[src/shared/rotate_right_pkg.sv]
package rotate_right_pkg;

  // ----------------------------------------------------------------
  // instruction encoding
  // ----------------------------------------------------------------
  localparam logic [7:0] BIT_OP_PREFIX = 8'hcb;
  localparam logic [4:0] ROTATE_RIGHT_CARRY_OP = 5'h03;
  localparam logic [2:0] MEM_REG_SELECT = 3'h6;
  localparam logic [1:0] INDEX_PREFIX_HI = 2'h3;
  localparam logic [4:0] INDEX_PREFIX_LO = 5'h1d;
  localparam int OP_FIELD_HI = 7;
  localparam int OP_FIELD_LO = 3;
  localparam int REG_FIELD_HI = 2;
  localparam int REG_FIELD_LO = 0;
  localparam int PREFIX_HI_HI = 7;
  localparam int PREFIX_HI_LO = 6;
  localparam int PREFIX_LO_HI = 4;
  localparam int PREFIX_SEL_BIT = 5;

  // ----------------------------------------------------------------
  // flag byte layout
  // ----------------------------------------------------------------
  localparam int FLAG_SIGN = 7;
  localparam int FLAG_ZERO = 6;
  localparam int FLAG_HALF = 4;
  localparam int FLAG_PARITY = 2;
  localparam int FLAG_SUB = 1;
  localparam int FLAG_CARRY = 0;
  localparam int MSB = 7;
  localparam int LSB = 0;

  // ----------------------------------------------------------------
  // reset values
  // ----------------------------------------------------------------
  localparam logic [7:0] BYTE_ZERO = 8'h00;
  localparam logic [15:0] ADDR_ZERO = 16'h0000;
  localparam logic [2:0] REG_ZERO = 3'h0;

  // ----------------------------------------------------------------
  // operand modes
  // ----------------------------------------------------------------
  typedef enum logic [1:0] {
    register_mode,
    indirect_register_mode,
    short_indexed_mode
  } operand_mode_t;

  typedef enum logic [2:0] {
    st_idle,
    st_bit_prefix,
    st_index_prefix,
    st_index_bit_prefix,
    st_displacement,
    st_wait_operand
  } decode_state_t;

endpackage

[src/verilog/rr_flag_calc.sv]
`timescale 1ns/100ps
module rr_flag_calc (
  input wire logic [7:0] operand_i,
  input wire logic carry_i,
  input wire logic [7:0] flags_i,
  output logic [7:0] result_o,
  output logic [7:0] flags_o
);

  // ----------------------------------------------------------------
  // rotation and flags, purely combinational
  // ----------------------------------------------------------------
  logic [7:0] res;

  always_comb begin
    // carry goes in on top, every other bit moves down one place
    res = {carry_i, operand_i[rotate_right_pkg::MSB:
                              rotate_right_pkg::LSB + 1]}; // RULE1 RULE2
    result_o = res;
    // undefined flag bits pass through untouched
    flags_o = flags_i;
    flags_o[rotate_right_pkg::FLAG_SIGN] = res[rotate_right_pkg::MSB]; // RULE4
    flags_o[rotate_right_pkg::FLAG_ZERO] = (res == rotate_right_pkg::BYTE_ZERO); // RULE5
    flags_o[rotate_right_pkg::FLAG_PARITY] = ~(^res); // RULE6
    flags_o[rotate_right_pkg::FLAG_HALF] = 1'b0; // RULE9
    flags_o[rotate_right_pkg::FLAG_SUB] = 1'b0; // RULE9
    flags_o[rotate_right_pkg::FLAG_CARRY] = operand_i[rotate_right_pkg::LSB]; // RULE3
  end

endmodule

[src/verilog/rotate_right_carry_unit.sv]
// How it works
// RULE1 - bits zero to six take next higher bit
// RULE2 - old carry goes into result bit 7
// RULE3 - carry takes original operand bit 0
// RULE4 - sign follows result bit 7
// RULE5 - zero set when result is all zero
// RULE6 - parity set when one count is even
// RULE7 - decode bit prefix then register rotate byte
// RULE8 - register field 110 means pointer pair memory
// RULE9 - half carry and subtract always cleared
// RULE10 - index prefix, select bit, signed displacement address
`timescale 1ns/100ps
module rotate_right_carry_unit (
  input wire logic clk_i,
  input wire logic rst_i,
  input wire logic byte_valid_i,
  input wire logic [7:0] byte_i,
  input wire logic [15:0] pointer_register_pair_i,
  input wire logic [15:0] first_index_register_i,
  input wire logic [15:0] second_index_register_i,
  input wire logic operand_valid_i,
  input wire logic [7:0] operand_i,
  input wire logic [7:0] flags_i,
  output logic byte_ready_o,
  output logic decoded_o,
  output logic decode_error_o,
  output rotate_right_pkg::operand_mode_t mode_o,
  output logic [2:0] reg_select_o,
  output logic index_select_o,
  output logic [15:0] operand_addr_o,
  output logic result_valid_o,
  output logic [7:0] result_o,
  output logic [7:0] flags_o
);

  // ----------------------------------------------------------------
  // state record
  // ----------------------------------------------------------------
  typedef struct packed {
    rotate_right_pkg::decode_state_t st;
    rotate_right_pkg::operand_mode_t mode;
    logic [2:0] reg_sel;
    logic idx_sel;
    logic [15:0] addr;
    logic byte_ready;
    logic decoded;
    logic decode_error;
    logic result_valid;
    logic [7:0] result;
    logic [7:0] flags;
  } unit_state_t;

  unit_state_t state_reg;
  unit_state_t state_next;

  logic [7:0] calc_result;
  logic [7:0] calc_flags;
  logic [15:0] index_base;
  logic [15:0] disp_ext;
  logic is_rotate_byte;
  logic is_index_prefix;

  // ----------------------------------------------------------------
  // datapath
  // ----------------------------------------------------------------
  // carry in is the flag held before this instruction
  rr_flag_calc u_calc (
    .operand_i(operand_i),
    .carry_i(flags_i[rotate_right_pkg::FLAG_CARRY]),
    .flags_i(flags_i),
    .result_o(calc_result),
    .flags_o(calc_flags)
  );

  // ----------------------------------------------------------------
  // byte classification
  // ----------------------------------------------------------------
  always_comb begin
    is_rotate_byte = (byte_i[rotate_right_pkg::OP_FIELD_HI:
                             rotate_right_pkg::OP_FIELD_LO]
                      == rotate_right_pkg::ROTATE_RIGHT_CARRY_OP); // RULE7
    is_index_prefix = (byte_i[rotate_right_pkg::PREFIX_HI_HI:
                              rotate_right_pkg::PREFIX_HI_LO]
                       == rotate_right_pkg::INDEX_PREFIX_HI)
                      && (byte_i[rotate_right_pkg::PREFIX_LO_HI:
                                 rotate_right_pkg::LSB]
                          == rotate_right_pkg::INDEX_PREFIX_LO); // RULE10
    // index registers are read only as the displacement arrives
    index_base = state_reg.idx_sel ? second_index_register_i
                                   : first_index_register_i; // RULE10
    disp_ext = {{8{byte_i[rotate_right_pkg::MSB]}}, byte_i}; // RULE10
  end

  // ----------------------------------------------------------------
  // decode and execute sequence
  // ----------------------------------------------------------------
  always_comb begin
    state_next = state_reg;
    state_next.decoded = 1'b0;
    state_next.decode_error = 1'b0;
    state_next.result_valid = 1'b0;
    unique case (state_reg.st)
      rotate_right_pkg::st_idle: begin
        if (byte_valid_i) begin
          if (byte_i == rotate_right_pkg::BIT_OP_PREFIX) begin
            state_next.st = rotate_right_pkg::st_bit_prefix; // RULE7
          end else if (is_index_prefix) begin
            state_next.st = rotate_right_pkg::st_index_prefix;
            state_next.idx_sel = byte_i[rotate_right_pkg::PREFIX_SEL_BIT];
          end else begin
            state_next.decode_error = 1'b1;
          end
        end
      end
      rotate_right_pkg::st_bit_prefix: begin
        if (byte_valid_i) begin
          if (is_rotate_byte) begin
            state_next.reg_sel = byte_i[rotate_right_pkg::REG_FIELD_HI:
                                        rotate_right_pkg::REG_FIELD_LO];
            if (byte_i[rotate_right_pkg::REG_FIELD_HI:
                       rotate_right_pkg::REG_FIELD_LO]
                == rotate_right_pkg::MEM_REG_SELECT) begin
              state_next.mode = rotate_right_pkg::indirect_register_mode;
              state_next.addr = pointer_register_pair_i; // RULE8
            end else begin
              state_next.mode = rotate_right_pkg::register_mode; // RULE7
              state_next.addr = rotate_right_pkg::ADDR_ZERO;
            end
            state_next.decoded = 1'b1;
            state_next.byte_ready = 1'b0;
            state_next.st = rotate_right_pkg::st_wait_operand;
          end else begin
            state_next.decode_error = 1'b1;
            state_next.st = rotate_right_pkg::st_idle;
          end
        end
      end
      rotate_right_pkg::st_index_prefix: begin
        if (byte_valid_i) begin
          if (byte_i == rotate_right_pkg::BIT_OP_PREFIX) begin
            state_next.st = rotate_right_pkg::st_index_bit_prefix;
          end else begin
            state_next.decode_error = 1'b1;
            state_next.st = rotate_right_pkg::st_idle;
          end
        end
      end
      rotate_right_pkg::st_index_bit_prefix: begin
        // displacement sits before the operation byte
        if (byte_valid_i) begin
          state_next.addr = index_base + disp_ext; // RULE10
          state_next.st = rotate_right_pkg::st_displacement;
        end
      end
      rotate_right_pkg::st_displacement: begin
        if (byte_valid_i) begin
          if (is_rotate_byte
              && byte_i[rotate_right_pkg::REG_FIELD_HI:
                        rotate_right_pkg::REG_FIELD_LO]
                 == rotate_right_pkg::MEM_REG_SELECT) begin
            state_next.mode = rotate_right_pkg::short_indexed_mode; // RULE10
            state_next.reg_sel = rotate_right_pkg::MEM_REG_SELECT;
            state_next.decoded = 1'b1;
            state_next.byte_ready = 1'b0;
            state_next.st = rotate_right_pkg::st_wait_operand;
          end else begin
            state_next.decode_error = 1'b1;
            state_next.st = rotate_right_pkg::st_idle;
          end
        end
      end
      rotate_right_pkg::st_wait_operand: begin
        // bytes are refused here so no decode overlaps an execution
        if (operand_valid_i) begin
          // result holds until the next operand, not only one cycle
          state_next.result = calc_result; // RULE1 RULE2
          state_next.flags = calc_flags; // RULE3 RULE4 RULE5 RULE6 RULE9
          state_next.result_valid = 1'b1;
          state_next.byte_ready = 1'b1;
          state_next.st = rotate_right_pkg::st_idle;
        end
      end
    endcase
    if (rst_i) begin
      state_next.st = rotate_right_pkg::st_idle;
      state_next.mode = rotate_right_pkg::register_mode;
      state_next.reg_sel = rotate_right_pkg::REG_ZERO;
      state_next.idx_sel = 1'b0;
      state_next.addr = rotate_right_pkg::ADDR_ZERO;
      state_next.byte_ready = 1'b1;
      state_next.decoded = 1'b0;
      state_next.decode_error = 1'b0;
      state_next.result_valid = 1'b0;
      state_next.result = rotate_right_pkg::BYTE_ZERO;
      state_next.flags = rotate_right_pkg::BYTE_ZERO;
    end
  end

  // ----------------------------------------------------------------
  // state register
  // ----------------------------------------------------------------
  // no reset term here: rst_i already steers state_next
  always_ff @(posedge clk_i) begin
    state_reg <= state_next;
  end

  // ----------------------------------------------------------------
  // outputs
  // ----------------------------------------------------------------
  // every output is a bare flop of the record, no glue
  assign byte_ready_o = state_reg.byte_ready;
  assign decoded_o = state_reg.decoded;
  assign decode_error_o = state_reg.decode_error;
  assign mode_o = state_reg.mode;
  assign reg_select_o = state_reg.reg_sel;
  assign index_select_o = state_reg.idx_sel;
  assign operand_addr_o = state_reg.addr;
  assign result_valid_o = state_reg.result_valid;
  assign result_o = state_reg.result;
  assign flags_o = state_reg.flags;

endmodule

[config.mk]
export PLATFORM = sky130hd
export DESIGN_NAME = rotate_right_carry_unit
export DESIGN_NICKNAME = d
export VERILOG_FILES = /design/src/shared/rotate_right_pkg.sv /design/src/verilog/rr_flag_calc.sv /design/src/verilog/rotate_right_carry_unit.sv
export SDC_FILE = /design/constraint.sdc
export NUM_CORES = 1
export LEC_CHECK = 0
export BUFFER_PORTS_ARGS = -buffer_cell sky130_fd_sc_hd__buf_2
export CAP_MARGIN = 20
export CORE_UTILIZATION = 50
export DETAILED_ROUTE_END_ITERATION = 7
export GPL_TIMING_DRIVEN = 0
export PLACE_DENSITY = 0.81
export REMOVE_ABC_BUFFERS = 1
export SLEW_MARGIN = 25
export SYNTH_ARGS = -nofsm -noshare
export SYNTH_HDL_FRONTEND = slang
export SYNTH_SLANG_ARGS = --single-unit
export TNS_END_PERCENT = 1
[constraint.sdc]
create_clock -name clk_i -period 4.2 [get_ports clk_i]
set_clock_uncertainty 0.15 [all_clocks]
set_input_delay 0.42 -clock clk_i [delete_from_list [all_inputs] [get_ports clk_i]]
set_output_delay 0.42 -clock clk_i [all_outputs]
set_load 0.02 [all_outputs]
==> qor.yml, run 1 <==
synth-seq-cells: 42
synth_mux_area_share_pct: 6.42
fp.coreArea_um2: 6100
worstSetupStartpoint: "index_select_o"
yosysWarnings: 0
fin_util_pct: 60.0
synth_compound_area_share_pct: 20.5
powerDensity_nw_per_um2: 252
drt_first_iter_violations: 162
totalWireLength_um: 8070
grt-ovfl-total: 0
yosys-top-cells-count: "nand2_1 (48), nor2_1 (43), dfxtp_1 (42)"
crit_family: "flip-flops"
ys_top_cells_by_area: "dfxtp_1 (26%), buf_4 (8.6%), ha_1 (7.3%)"
setup_violations: 0
ys.flop_type: "dfxtp_1"
htree_levels: 2
cts_buffers: 5
slew_headroom_pct: 43.9
multi_input_area_um2: 1990
ir_drop_mv: 0.167
grt_pass1_wl_um: 12800
synth_top_cell_area_share_pct: 26.0
drive_gt1_share_pct: 30.4
seqCellArea_um2: 841
io_pins: 118
die_x_um: 82.5
port_buffers: 110
die_h_um: 82.5
fin_crit_ns: 3.42
dr.pass1.iters: 4
n_antenna_cell: 0
power_uw: 923
leakage_nw: 1.57
critPathKind: "reg -> reg"
fin_crit_sh_pct: 81.4
drc: 0
startpoint_type: "register"
ys_seq_area_share_pct: 26.0
post-cts-setup-buffers: 0
end_kind: "register"
synth-simple-area-share_pct: 22.0
hold-worst-slack_ns: 0.216
worst_path_largest_cell_delay_ns: 0.80
drtAntennaViolNets: 0
postCtsHoldBufs: 0
ctsResizeCount: 0
grt_max_degree: 44
largest_register_ffs: 16
ys_types: 58
track_usage_pct: 24.8
outcome: "completed"
fillers: 597
synth_xor_area_share_pct: 3.79
rsz0062_at_grt: "no"
grt_pass1_vias: 2814
cp_max_fo: 18
synthToLayoutAreaGrowth_pct: 12.9
hpwl_um: 6250
cts.sinks: 42
dieArea_um2: 6800
cts_tree: "yes"
avgViaCountPerCell: 5.71
drv_cap: 0
cts_root_buf: "clkbuf_8"
arrival_ns: 3.48
syn_avg_cell_area_um2: 7.88
setup_tns_ns: 0
tightestPinTransition_ns: 0.836
syn_area_um2: 3240
hold_viol: 0
fin_nets: 567
synth_top_family_by_area: "simple AND/OR/NAND/NOR gates"
synth_top_area_cell: "dfxtp_1"
clkSlewWorstSetupHoldPaths_ns: 0.08
final_max_slew_viol_count: 0
detail_route.wl_per_cell_um: 14.8
synth-async-reset-ratio_pct: 0
crit_chain: "mux2_2 -> ha_1 -> inv_1 -> fa_1 -> nand2b_1 -> a21o_1 -> a31o_1 -> or4_1 -> and3_1 -> a311oi_1"
antenna_found_initial: 0
clk_latency_ns: 0.30
synth.most_common_cell: "nand2_1"
synth_cells: 411
min_path_type: "in -> reg"
required_ns: 4.26
reg2reg_from: "index_select_o"
rows: 28
cp_num_buf_inv: 1
vias: 3115
gp_congestion: 0.947
min_from: "flags_i[5]"
clockBufferDepth: 2
synth-edff-count: 0
max_freq_mhz: 292
start_util_pct: 53.1
synthAdderAreaFrac_pct: 8.27
cp_slowest_cell: "dfxtp_1"
==> per-stage QoR <==
| step | worst slack [ns] | cells | area [µm²] |
|---|---|---|---|
| floorplan | 0.988 | 353 | 2880 |
| global placement | 0.859 | 538 | 3520 |
| detailed placement | 0.781 | 539 | 3540 |
| CTS | 0.770 | 546 | 3660 |
| global route | 0.597 | 546 | 3660 |
| finish | 0.779 | 546 | 3660 |
==> final timing paths <==
check                       end  slack, ns  cells after the start
max          operand_addr_o[12]       0.78                     10
min                  flags_o[5]       0.22                      3
max reg2reg  operand_addr_o[12]       0.78                     10
min reg2reg         result_o[2]       0.30                      2
==> cells in the final DEF, fill, tap and decap left out, types with 3 or more instances in the layout <==
master       n
ha_1        19
nand4_1      6
inv_1       15
a21oi_1     31
nand3_1      4
and2_1       4
clkbuf_8     6
a211oi_1     9
and3_1       5
a221oi_1    10
nor3_1      15
a21o_1       3
o211ai_1     3
nor2_1      43
mux2_2      14
xnor2_1     11
dfxtp_1     42
nand2_1     48
a2111oi_0    4
mux2i_1      5
a311oi_1     4
nand3b_1     3
xor2_1       3
buf_2      110
o21ai_0      7
o21a_1       4
nand2b_1     4
==> cell families (layout without fill, tap and decap cells) <==
| kind of cell | count (synthesis) | in the layout |
|---|---|---|
| adders and majority gates | 21 | 21 |
| DFF | 42 | 42 |
| other | 1 | 2 |
| xor gates and xnor gates | 14 | 14 |
| AOI/OAI and AO/OA | 93 | 93 |
| and+or+nand+nor | 147 | 147 |
| buffers and inverters | 74 | 133 |
| muxes | 19 | 19 |
==> routing by layer <==
layer / track usage, % / part of all wire, %
met5: 0 / 0
met4: 10.0 / 2.3
met3: 4.29 / 7.4
met2: 40.7 / 46
met1: 32.0 / 44
==> final cells by class <==
class / count / area share [%]
tap: 75 / 2.57
timing repair buffer: 111 / 15.4
sequential: 42 / 23.0
multi-input combinational: 296 / 54.4
clock inverter: 1 / 0.821
clock buffer: 6 / 2.26
inverter: 15 / 1.54
==> worst reg2reg max path, cell delays in order (launching register included) <==
cell      delay, ns
dfxtp_1        0.80
mux2_2         0.30
ha_1           0.20
inv_1          0.07
fa_1           0.39
nand2b_1       0.18
a21o_1         0.22
a31o_1         0.23
or4_1          0.39
and3_1         0.19
a311oi_1       0.23
==> power breakdown <==
| part | internal, mW | switching [mW] | leakage [nW] |
|---|---|---|---|
| combinational | 0.0868 | 0.109 | 1.17 |
| clock | 0.190 | 0.138 | 0.0573 |
| sequential | 0.398 | 0.000462 | 0.338 |
No activity file was read; power rests on OpenSTA's default activity.
==> run 2: changes to the inputs <==
==> constraint.sdc (replaced) <==
create_clock -name clk_i -period 3.5 [get_ports clk_i]
set_clock_uncertainty 0.15 [all_clocks]
set_input_delay 0.35 -clock clk_i [delete_from_list [all_inputs] [get_ports clk_i]]
set_output_delay 0.35 -clock clk_i [all_outputs]
set_load 0.02 [all_outputs]
==> qor.yml, run 2 (synthesis results as in run 1) <==
cp_max_fo: 18
grt_max_degree: 44
rows: 28
end_kind: "register"
drv_cap: 0
fp.coreArea_um2: 6100
cts_tree: "yes"
netSwitchingFraction_pct: 26.8
clk_latency_ns: 0.30
gp_congestion: 0.947
totalWireLength_um: 8070
final-instance-count-excl-fill: 546
drt_first_iter_violations: 162
grt_pass1_vias: 2814
pwr-share-comb_pct: 21.2
fillers: 596
final_common_cell: "buf_2"
grt-ovfl-total: 0
hpwl_um: 6250
antenna_found_initial: 0
port_buffers: 110
pwr-share-seq_pct: 43.2
start_util_pct: 53.1
final_cell_mix: "buf_2 (110), nand2_1 (48), nor2_1 (43)"
dieArea_um2: 6800
synthToLayoutAreaGrowth_pct: 13.0
htree_levels: 2
fin_crit_ns: 3.15
rsz0062_at_grt: "no"
hold-worst-slack_ns: 0.146
dr.pass1.iters: 4
fin_nets: 567
pwr-share-clk_pct: 35.6
min_path_type: "in -> reg"
post-cts-setup-buffers: 0
max_freq_mhz: 318
drive_gt1_share_pct: 30.6
cts_buffers: 5
clkSlewWorstSetupHoldPaths_ns: 0.08
power_mw: 1.11
cts_root_buf: "clkbuf_8"
powerDensity_nw_per_um2: 303
track_usage_pct: 24.8
critPathKind: "reg -> reg"
outcome: "completed"
drc: 0
slew_headroom_pct: 43.9
tightestPinTransition_ns: 0.836
startpoint_type: "register"
p_sw_uw: 297
largest_register_ffs: 16
required_ns: 3.56
avgViaCountPerCell: 5.71
hold_viol: 0
reg2reg_slack_ns: 0.35
n_antenna_cell: 0
fin_crit_sh_pct: 89.9
setup_ws_ns: 0.353
clockBufferDepth: 2
ir_drop_mv: 0.201
die_x_um: 82.5
holdPathStages: 3
arrival_ns: 3.21
setup_tns_ns: 0
final_max_slew_viol_count: 0
io_pins: 118
grt_pass1_wl_um: 12800
cts.sinks: 42
place_inst: 539
reg2reg_depth: 10
vias: 3120
setup_violations: 0
die_h_um: 82.5
drtAntennaViolNets: 0
detail_route.wl_per_cell_um: 14.8
dp_slack_ns: 0.0808
cell_internal_pwr_uw: 810
leakage_nw: 1.57
==> run 2: what timing repair did <==
item	in CTS	in global routing
setup endpoints to repair	0	2
hold buffers	0	0
resized for setup	0	1
==> run 2: final cells by class <==
type	instances	area [µm²]	area share, %
Inverter	15	56.3	1.54
Tap cell	75	93.8	2.57
Clock buffer	6	82.6	2.26
Clock inverter	1	30.0	0.821
Multi-Input combinational cell	296	1990	54.4
Sequential cell	42	842	23.0
Timing Repair Buffer	111	562	15.4
==> run 2: power by group through the flow <==
stage                     sequential [mW]  combinational [mW]  clock, mW
after global placement              0.490               0.226          0
after floorplan                     0.491               0.141          0
after detailed placement            0.490               0.230          0
after global routing                0.479               0.261      0.427
final                               0.479               0.235      0.394
after CTS                           0.478               0.232      0.401
==> run 2: path summary, 6_finish.rpt <==
| check | start | end |
|---|---|---|
| setup reg to reg | index_select_o | operand_addr_o[12] |
| hold reg to reg | result_o[2] | result_o[2] |
| setup / recovery | index_select_o | operand_addr_o[12] |
| hold / removal | flags_i[5] | flags_o[5] |
==> run 2: metrics by stage <==
step / cell area (µm²) / utilization, %
3_3_place_gp: 3520 / 57.8
4_1_cts: 3660 / 60.0
6_report: 3660 / 60.0
3_5_place_dp: 3540 / 58.1
5_1_grt: 3660 / 60.0
2_1_floorplan: 2880 / -
==> run 2: critical path: stages, from the launching register on <==
cell and delay (ns):
dfxtp_2 0.58, mux2_2 0.24, ha_1 0.20, inv_1 0.07
fa_1 0.39, nand2b_1 0.18, a21o_1 0.22, a31o_1 0.23
or4_1 0.39, and3_1 0.19, a311oi_1 0.23
==> run 2: per-layer routing <==
layer / track usage [%] / wire length, µm / up-vias
met2: 40.7 / 3720 / 146
met1: 32.0 / 3570 / 1409
li1: - / - / 1549
met5: 0 / 0 / -
met4: 10.0 / 184 / 0
met3: 4.29 / 594 / 16
